`config.mk`:
```
export PLATFORM = sky130hd
export DESIGN_NAME = sbsa_mem_controller_flat
export DESIGN_NICKNAME = d
export VERILOG_FILES = /design/src/hw/sbsa_pkg.sv /design/src/hw/sbsa_link_if.sv /design/src/hw/sbsa_mem_controller.sv /design/src/flat_wrapper.sv
export VERILOG_INCLUDE_DIRS = /design/src /design/src/hw
export SDC_FILE = /design/constraint.sdc
export NUM_CORES = 1
export LEC_CHECK = 0
export ABC_AREA = 1
export ABC_CLOCK_PERIOD_IN_PS = 3450
export BUFFER_PORTS_ARGS = -buffer_cell sky130_fd_sc_hd__buf_2
export CORE_UTILIZATION = 34
export DETAILED_ROUTE_END_ITERATION = 12
export PLACE_DENSITY = 0.62
export SYNTH_ARGS = -nofsm -noshare
export SYNTH_HDL_FRONTEND = slang
export SYNTH_SLANG_ARGS = --single-unit
```
`constraint.sdc`:
```
create_clock -name clk -period 3.45 [get_ports clk]
set_input_delay 0.345 -clock clk [delete_from_list [all_inputs] [get_ports clk]]
set_output_delay 0.345 -clock clk [all_outputs]
set_load 0.1 [all_outputs]
```
`src/hw/sbsa_defines.svh`:
```
// constants shared by both ends of the two-word burst sram link
`ifndef SBSA_DEFINES_SVH
`define SBSA_DEFINES_SVH
`define SBSA_ADDR_W 20
`define SBSA_WORD_W 18
`define SBSA_BURST_W 36
`define SBSA_LANE0_LSB 0
`define SBSA_LANE0_MSB 8
`define SBSA_LANE1_LSB 9
`define SBSA_LANE1_MSB 17
`define SBSA_LANES 2
`define SBSA_CLK_PERIOD_NS 20
`define SBSA_K_PERIOD_NS 80
`define SBSA_K_PHASES (`SBSA_K_PERIOD_NS / `SBSA_CLK_PERIOD_NS)
`define SBSA_LANES_OFF 2'h3
`endif

```
`src/hw/sbsa_pkg.sv`:
```
// types used by the controller end of the two-word burst sram link
package sbsa_pkg;
   // phase of the divided link clock inside one period, gray along the cycle
   typedef enum logic [1:0] {
      SBSA_PH_HIGH0 = 2'h0,
      SBSA_PH_HIGH1 = 2'h1,
      SBSA_PH_LOW0 = 2'h3,
      SBSA_PH_LOW1 = 2'h2
   } sbsa_phase_t;
endpackage

```
`src/hw/sbsa_link_if.sv`:
```
// pin-level link between the burst sram and its memory controller
`timescale 1ns/1ps
`include "sbsa_defines.svh"
interface sbsa_link_if #(
   parameter int ADDR_W = `SBSA_ADDR_W
);
   logic kClk;
   logic kClkN;
   logic cClk;
   logic cClkN;
   logic linkRst;
   logic load_strobe_n;
   logic rdWrSel;
   logic [ADDR_W-1:0] addr;
   logic [`SBSA_LANES-1:0] byte_lane_select_n;
   logic [`SBSA_WORD_W-1:0] wrData;
   logic [`SBSA_WORD_W-1:0] rdData;
   logic rdDataOe;

   modport device (
      input kClk,
      input kClkN,
      input cClk,
      input cClkN,
      input linkRst,
      input load_strobe_n,
      input rdWrSel,
      input addr,
      input byte_lane_select_n,
      input wrData,
      output rdData,
      output rdDataOe
   );

   modport controller (
      output kClk,
      output kClkN,
      output cClk,
      output cClkN,
      output linkRst,
      output load_strobe_n,
      output rdWrSel,
      output addr,
      output byte_lane_select_n,
      output wrData,
      input rdData,
      input rdDataOe
   );
endinterface // sbsa_link_if

```
`src/hw/sbsa_mem_controller.sv`:
```
// controller end: divides clk into the link clock and runs burst accesses
`timescale 1ns/1ps
`include "sbsa_defines.svh"
module sbsa_mem_controller #(
   parameter int ADDR_W = `SBSA_ADDR_W,
   parameter bit SINGLE_CLK = 1'b1
) (
   input wire logic clk,
   input wire logic sys_rst,
   sbsa_link_if.controller link,
   input wire logic reqValid,
   output logic reqReady,
   input wire logic reqWrite,
   input wire logic [ADDR_W-1:0] reqAddr,
   input wire logic [`SBSA_BURST_W-1:0] reqWrData,
   input wire logic [2*`SBSA_LANES-1:0] reqLaneSel_n,
   output logic rdValid,
   output logic [`SBSA_BURST_W-1:0] rdWord
);
   localparam int WW = `SBSA_WORD_W;

   ////////////////////////////////////////////////////////////////////////////
   // state
   sbsa_pkg::sbsa_phase_t phase_reg, phase_next;
   logic linkRst_reg, linkRst_next;
   logic ld_n_reg, ld_n_next;
   logic rw_reg, rw_next;
   logic [ADDR_W-1:0] addr_reg, addr_next;
   logic stgValid_reg, stgValid_next;
   logic [`SBSA_BURST_W-1:0] stgData_reg, stgData_next;
   logic [2*`SBSA_LANES-1:0] stgSel_reg, stgSel_next;
   logic w1Pend_reg, w1Pend_next;
   logic [WW-1:0] w1Data_reg, w1Data_next;
   logic [`SBSA_LANES-1:0] w1Sel_reg, w1Sel_next;
   logic [WW-1:0] d_reg, d_next;
   logic [`SBSA_LANES-1:0] sel_reg, sel_next;
   logic [WW-1:0] qSync1_reg, qSync2_reg;
   logic oeSync1_reg, oeSync2_reg;
   logic lowHave_reg, lowHave_next;
   logic [WW-1:0] rdLow_reg, rdLow_next;
   logic rdValid_reg, rdValid_next;
   logic [`SBSA_BURST_W-1:0] rdWord_reg, rdWord_next;
   logic take;

   ////////////////////////////////////////////////////////////////////////////
   // link clock from the phase counter; outputs clocks tied high in single mode
   assign link.kClk = (phase_reg == sbsa_pkg::SBSA_PH_HIGH0) || (phase_reg == sbsa_pkg::SBSA_PH_HIGH1);
   assign link.kClkN = !link.kClk;
   assign link.cClk = SINGLE_CLK ? 1'b1 : link.kClk;
   assign link.cClkN = SINGLE_CLK ? 1'b1 : link.kClkN;
   assign link.linkRst = linkRst_reg;
   assign link.load_strobe_n = ld_n_reg;
   assign link.rdWrSel = rw_reg;
   assign link.addr = addr_reg;
   assign link.wrData = d_reg;
   assign link.byte_lane_select_n = sel_reg;

   // one request per link period, taken a quarter period before the rise
   assign reqReady = (phase_reg == sbsa_pkg::SBSA_PH_LOW0) && !linkRst_reg;
   assign take = reqReady && reqValid;
   assign rdValid = rdValid_reg;
   assign rdWord = rdWord_reg;

   ////////////////////////////////////////////////////////////////////////////
   // next-state: commands change mid-low, second word mid-high, away from edges
   always_comb begin
      phase_next = phase_reg;
      case (phase_reg)
         sbsa_pkg::SBSA_PH_HIGH0: phase_next = sbsa_pkg::SBSA_PH_HIGH1;
         sbsa_pkg::SBSA_PH_HIGH1: phase_next = sbsa_pkg::SBSA_PH_LOW0;
         sbsa_pkg::SBSA_PH_LOW0: phase_next = sbsa_pkg::SBSA_PH_LOW1;
         sbsa_pkg::SBSA_PH_LOW1: phase_next = sbsa_pkg::SBSA_PH_HIGH0;
         default: phase_next = sbsa_pkg::SBSA_PH_HIGH0;
      endcase
      // reset release is aligned mid-low so the device sees a clean level
      linkRst_next = (phase_reg == sbsa_pkg::SBSA_PH_LOW0) ? 1'b0 : linkRst_reg;
      ld_n_next = ld_n_reg;
      rw_next = rw_reg;
      addr_next = addr_reg;
      stgValid_next = stgValid_reg;
      stgData_next = stgData_reg;
      stgSel_next = stgSel_reg;
      w1Pend_next = w1Pend_reg;
      w1Data_next = w1Data_reg;
      w1Sel_next = w1Sel_reg;
      d_next = d_reg;
      sel_next = sel_reg;
      if (phase_reg == sbsa_pkg::SBSA_PH_LOW0) begin
         ld_n_next = !take;
         rw_next = take ? !reqWrite : rw_reg;
         addr_next = take ? reqAddr : addr_reg;
         // a write loaded last period sends its first word for this rise
         d_next = stgData_reg[WW-1:0];
         sel_next = stgValid_reg ? stgSel_reg[`SBSA_LANES-1:0] : `SBSA_LANES_OFF;
         w1Pend_next = stgValid_reg;
         w1Data_next = stgData_reg[`SBSA_BURST_W-1:WW];
         w1Sel_next = stgSel_reg[2*`SBSA_LANES-1:`SBSA_LANES];
         stgValid_next = take && reqWrite;
         stgData_next = take ? reqWrData : stgData_reg;
         stgSel_next = take ? reqLaneSel_n : stgSel_reg;
      end
      if (phase_reg == sbsa_pkg::SBSA_PH_HIGH0) begin
         // second word for the coming fall
         d_next = w1Pend_reg ? w1Data_reg : d_reg;
         sel_next = w1Pend_reg ? w1Sel_reg : `SBSA_LANES_OFF;
         w1Pend_next = 1'b0;
      end
   end

   ////////////////////////////////////////////////////////////////////////////
   // read capture: synced pins read two clk edges after each launch
   always_comb begin
      lowHave_next = lowHave_reg;
      rdLow_next = rdLow_reg;
      rdValid_next = 1'b0;
      rdWord_next = rdWord_reg;
      if (phase_reg == sbsa_pkg::SBSA_PH_HIGH0 && oeSync2_reg) begin
         rdLow_next = qSync2_reg;
         lowHave_next = 1'b1;
      end
      if (phase_reg == sbsa_pkg::SBSA_PH_LOW0 && oeSync2_reg && lowHave_reg) begin
         rdWord_next = {qSync2_reg, rdLow_reg};
         rdValid_next = 1'b1;
         lowHave_next = 1'b0;
      end
   end

   always_ff @(posedge clk) begin
      qSync1_reg <= link.rdData;
      qSync2_reg <= qSync1_reg;
      oeSync1_reg <= link.rdDataOe;
      oeSync2_reg <= oeSync1_reg;
      rdLow_reg <= rdLow_next;
      rdWord_reg <= rdWord_next;
      stgData_reg <= stgData_next;
      stgSel_reg <= stgSel_next;
      w1Data_reg <= w1Data_next;
      w1Sel_reg <= w1Sel_next;
      addr_reg <= addr_next;
      d_reg <= d_next;
      // the divider runs through reset so the device clocks linkRst in on its own rises
      phase_reg <= phase_next;
      if (sys_rst) begin
         linkRst_reg <= 1'b1;
         ld_n_reg <= 1'b1;
         rw_reg <= 1'b1;
         stgValid_reg <= 1'b0;
         w1Pend_reg <= 1'b0;
         sel_reg <= `SBSA_LANES_OFF;
         lowHave_reg <= 1'b0;
         rdValid_reg <= 1'b0;
      end else begin
         linkRst_reg <= linkRst_next;
         ld_n_reg <= ld_n_next;
         rw_reg <= rw_next;
         stgValid_reg <= stgValid_next;
         w1Pend_reg <= w1Pend_next;
         sel_reg <= sel_next;
         lowHave_reg <= lowHave_next;
         rdValid_reg <= rdValid_next;
      end
   end
endmodule // sbsa_mem_controller

```
`src/flat_wrapper.sv`:
```
// flat-port wrapper written by rule: the top's interface ports become plain ports
module sbsa_mem_controller_flat 
#(
   parameter int ADDR_W = `SBSA_ADDR_W,
   parameter bit SINGLE_CLK = 1'b1
)
  (clk, sys_rst, reqValid, reqReady, reqWrite, reqAddr, reqWrData, reqLaneSel_n, rdValid, rdWord, link_kClk, link_kClkN, link_cClk, link_cClkN, link_linkRst, link_load_strobe_n, link_rdWrSel, link_addr, link_byte_lane_select_n, link_wrData, link_rdData, link_rdDataOe);
  sbsa_link_if #(.ADDR_W(ADDR_W)) link_i ();
  input wire logic clk;
  input wire logic sys_rst;
  input wire logic reqValid;
  output logic reqReady;
  input wire logic reqWrite;
  input wire logic [ADDR_W-1:0] reqAddr;
  input wire logic [`SBSA_BURST_W-1:0] reqWrData;
  input wire logic [2*`SBSA_LANES-1:0] reqLaneSel_n;
  output logic rdValid;
  output logic [`SBSA_BURST_W-1:0] rdWord;
  output wire logic [$bits(link_i.kClk)-1:0] link_kClk;
  output wire logic [$bits(link_i.kClkN)-1:0] link_kClkN;
  output wire logic [$bits(link_i.cClk)-1:0] link_cClk;
  output wire logic [$bits(link_i.cClkN)-1:0] link_cClkN;
  output wire logic [$bits(link_i.linkRst)-1:0] link_linkRst;
  output wire logic [$bits(link_i.load_strobe_n)-1:0] link_load_strobe_n;
  output wire logic [$bits(link_i.rdWrSel)-1:0] link_rdWrSel;
  output wire logic [$bits(link_i.addr)-1:0] link_addr;
  output wire logic [$bits(link_i.byte_lane_select_n)-1:0] link_byte_lane_select_n;
  output wire logic [$bits(link_i.wrData)-1:0] link_wrData;
  input wire logic [$bits(link_i.rdData)-1:0] link_rdData;
  input wire logic [$bits(link_i.rdDataOe)-1:0] link_rdDataOe;
  assign link_kClk = link_i.kClk;
  assign link_kClkN = link_i.kClkN;
  assign link_cClk = link_i.cClk;
  assign link_cClkN = link_i.cClkN;
  assign link_linkRst = link_i.linkRst;
  assign link_load_strobe_n = link_i.load_strobe_n;
  assign link_rdWrSel = link_i.rdWrSel;
  assign link_addr = link_i.addr;
  assign link_byte_lane_select_n = link_i.byte_lane_select_n;
  assign link_wrData = link_i.wrData;
  assign link_i.rdData = link_rdData;
  assign link_i.rdDataOe = link_rdDataOe;
  sbsa_mem_controller #(.ADDR_W(ADDR_W), .SINGLE_CLK(SINGLE_CLK)) u_core (.clk(clk), .sys_rst(sys_rst), .link(link_i), .reqValid(reqValid), .reqReady(reqReady), .reqWrite(reqWrite), .reqAddr(reqAddr), .reqWrData(reqWrData), .reqLaneSel_n(reqLaneSel_n), .rdValid(rdValid), .rdWord(rdWord));
endmodule
```
==> results.json <==
{
  "status": "finished, final reports clean",
  "antenna_cells": 0,
  "r2r_setup_slack_ns": 1.44,
  "drive_gt1_share_pct": 39.5,
  "wl_per_cell_um": 14.7,
  "slew_violations": 0,
  "drc": 0,
  "p_int_mw": 4.13,
  "cts.clk_slew.worst_paths_ns": 0.06,
  "drt_wl_total_um": 11200,
  "drtAntennaViolNets": 0,
  "final_common_cell": "buf_2",
  "synth_compound_area_share_pct": 0.657,
  "fmax_mhz": 425,
  "relSlewSlack_pct": 35.5,
  "design_area_mm2": 0.00813,
  "cellLeakagePower_nw": 3.32,
  "start_util_pct": 35.0,
  "p_per_area_mw_per_mm2": 624,
  "hold_class": "input pin to flip-flop",
  "worstSkewPairLatency_ns": 0.49,
  "total_power_mw": 5.07,
  "clock-sinks": 201,
  "crit_slowest_cell": "buf_2",
  "cts_tree": "done",
  "worst_pin_slew_ns": 0.967,
  "syn_avg_cell_area_um2": 19.4,
  "post-cts-setup-buffers": 0,
  "drv_cap": 0,
  "rsz0062_at_grt": "no",
  "num_vias": 3148,
  "synth.ff_latch_count": 201,
  "finalCritPeriodShare_pct": 68.3,
  "synth_top_area_cell": "edfxtp_1",
  "cts.htree.levels": 1,
  "grt_pass1_vias": 3198,
  "final_nets": 607,
  "seqPwrFrac_pct": 51.7,
  "viasPerCell": 4.13,
  "fin_util_pct": 46.7,
  "design.core.area_mm2": 0.0174,
  "synth_top_family_by_area": "simple AND/OR/NAND/NOR gates",
  "die_h_um": 136,
  "crit_path_cell_trace": "inv_1, ha_1, buf_4, nor2_1, buf_2",
  "finalSetupTns_ns": 0,
  "io_pins": 168,
  "io_buffers": 165,
  "timing.final.crit_period_ns": 2.35,
  "cts_hold_buf": 19,
  "synth_area_mm2": 0.00609,
  "drt_iter0_markers": 187,
  "grt_max_degree": 27,
  "combPwrFrac_pct": 1.7,
  "dp.cells": 703,
  "required_ns": 3.11,
  "post_cts_resized": 0,
  "area_growth_pct": 33.4,
  "drt_pre_antenna_iters": 4,
  "endpoint_kind": "output pin",
  "track_usage_pct": 12.1,
  "final_cell_mix": "buf_2 (165), edfxtp_1 (152), nand2_1 (64), dfxtp_1 (49), clkbuf_16 (23)",
  "cts.path.max_buffers": 3,
  "ys.warnings.count": 0,
  "finalSetupViolCount": 0,
  "synth.area.mux_share_pct": 0,
  "rows": 48,
  "grt_pass1_wl_um": 16600,
  "synthAdderAreaFrac_pct": 0.616,
  "synthSimpleGateAreaFrac_pct": 5.75,
  "power_frac_clock_pct": 46.6,
  "yosys.area.top_type_share_pct": 74.9,
  "clock_skew_ns": 0.00674,
  "post_dp_cell_area_mm2": 0.00718,
  "slowest_delay_ns": 0.47,
  "fin_cells": 762,
  "path_max_fanout": 25,
  "antenna_found_initial": 0,
  "syn-instance-count": 314,
  "irDropWorstVdd_uv": 478,
  "cts_buffers": 22,
  "hold_viol": 0,
  "crit_type": "flip-flop to output pin",
  "die_w_um": 136,
  "synthTopCellsByArea": "edfxtp_1 (75%), dfxtp_1 (16%), nand2_1 (3.9%)",
  "fp.dieArea_mm2": 0.0185,
  "cts-root-buf": "clkbuf_16",
  "yosysSeqAreaShare_pct": 91.0,
  "synth-xor-area-share_pct": 0,
  "switching_share_pct": 18.5,
  "dp.final_hpwl_um": 7510,
  "p_sw_mw": 0.937,
  "crit_arrival_ns": 2.01,
  "yosys.cell_types.count": 21,
  "routabilityCongestion": 0.725,
  "grt_overflow_total": 0,
  "start_kind": "flip-flop"
}
## power groups by stage
stage / registers, mW / logic [mW] / clock network (mW)
final: 2.62 / 0.0865 / 2.36
after global routing: 2.62 / 0.0938 / 2.52
after CTS: 2.62 / 0.0877 / 2.43
after floorplan: 2.68 / 0.0130 / 0
after global placement: 2.67 / 0.0689 / 0
after detailed placement: 2.67 / 0.0703 / 0
## synth_stat cells
master    instances
nand3_1           6
o21ai_0           4
buf_4             2
nor2_1            3
inv_4             1
nand3b_1          2
ha_1              3
nor2_4            1
inv_1            12
nand3_2           1
nand4_1           1
dfxtp_1          49
nand3b_4          1
a21oi_1           4
buf_6             3
conb_1            1
or2_2             1
edfxtp_1        152
inv_2             1
nand2_1          64
buf_2             2
## final cells by class
class                      instances  area (µm²)
fill                            1536        9290
sequential                       201        5550
clock inverter                    12         146
timing repair buffer             189        1050
tap                              225         282
inverter                          14        55.1
clock buffer                      28         604
multi-input combinational         93         439
## path summary, 6_finish.rpt
path	start	end	cells after the start
max	u_core.phase_reg[0]$_DFF_P_	link_kClkN	5
min	reqWrData[32]	u_core.stgData_reg[32]$_DFFE_PP_	1
min reg2reg	u_core.qSync1_reg[0]$_DFF_P_	u_core.qSync2_reg[0]$_DFF_P_	0
max reg2reg	u_core.phase_reg[0]$_DFF_P_	u_core.link.wrData[4]$_DFFE_PP_	4
## metrics by stage
stage          worst slack, ns  hold slack, ns
2_1_floorplan            0.144           0.310
3_3_place_gp              1.46           0.310
3_5_place_dp              1.39           0.312
4_1_cts                   1.03         0.00303
5_1_grt                  0.957         0.00320
6_report                  1.10          0.0299
## metal layers
layer | global-route usage [%] | vias to the layer above | share of wire (%)
li1 | - | 1530 | -
met1 | 14.3 | 1475 | 40
met2 | 20.2 | 109 | 50
met3 | 2.91 | 34 | 5.4
met4 | 6.74 | 0 | 4.4
met5 | 0 | - | 0
## critical path: cells and delay by family (launching register included)
kind,cells,cell delay (ns)
buffers and inverters,3,0.76
AND/OR/NAND/NOR,1,0.23
adder cells (fa/ha/maj),1,0.18
flip-flops,1,0.35
## kinds of logic after synthesis
kind of cell,after synthesis
AOI/OAI and AO/OA,8
adders and majority gates,3
buffers and inverters,21
DFF,201
other,1
and+or+nand+nor,80
No activity file was read; power rests on OpenSTA's default activity.
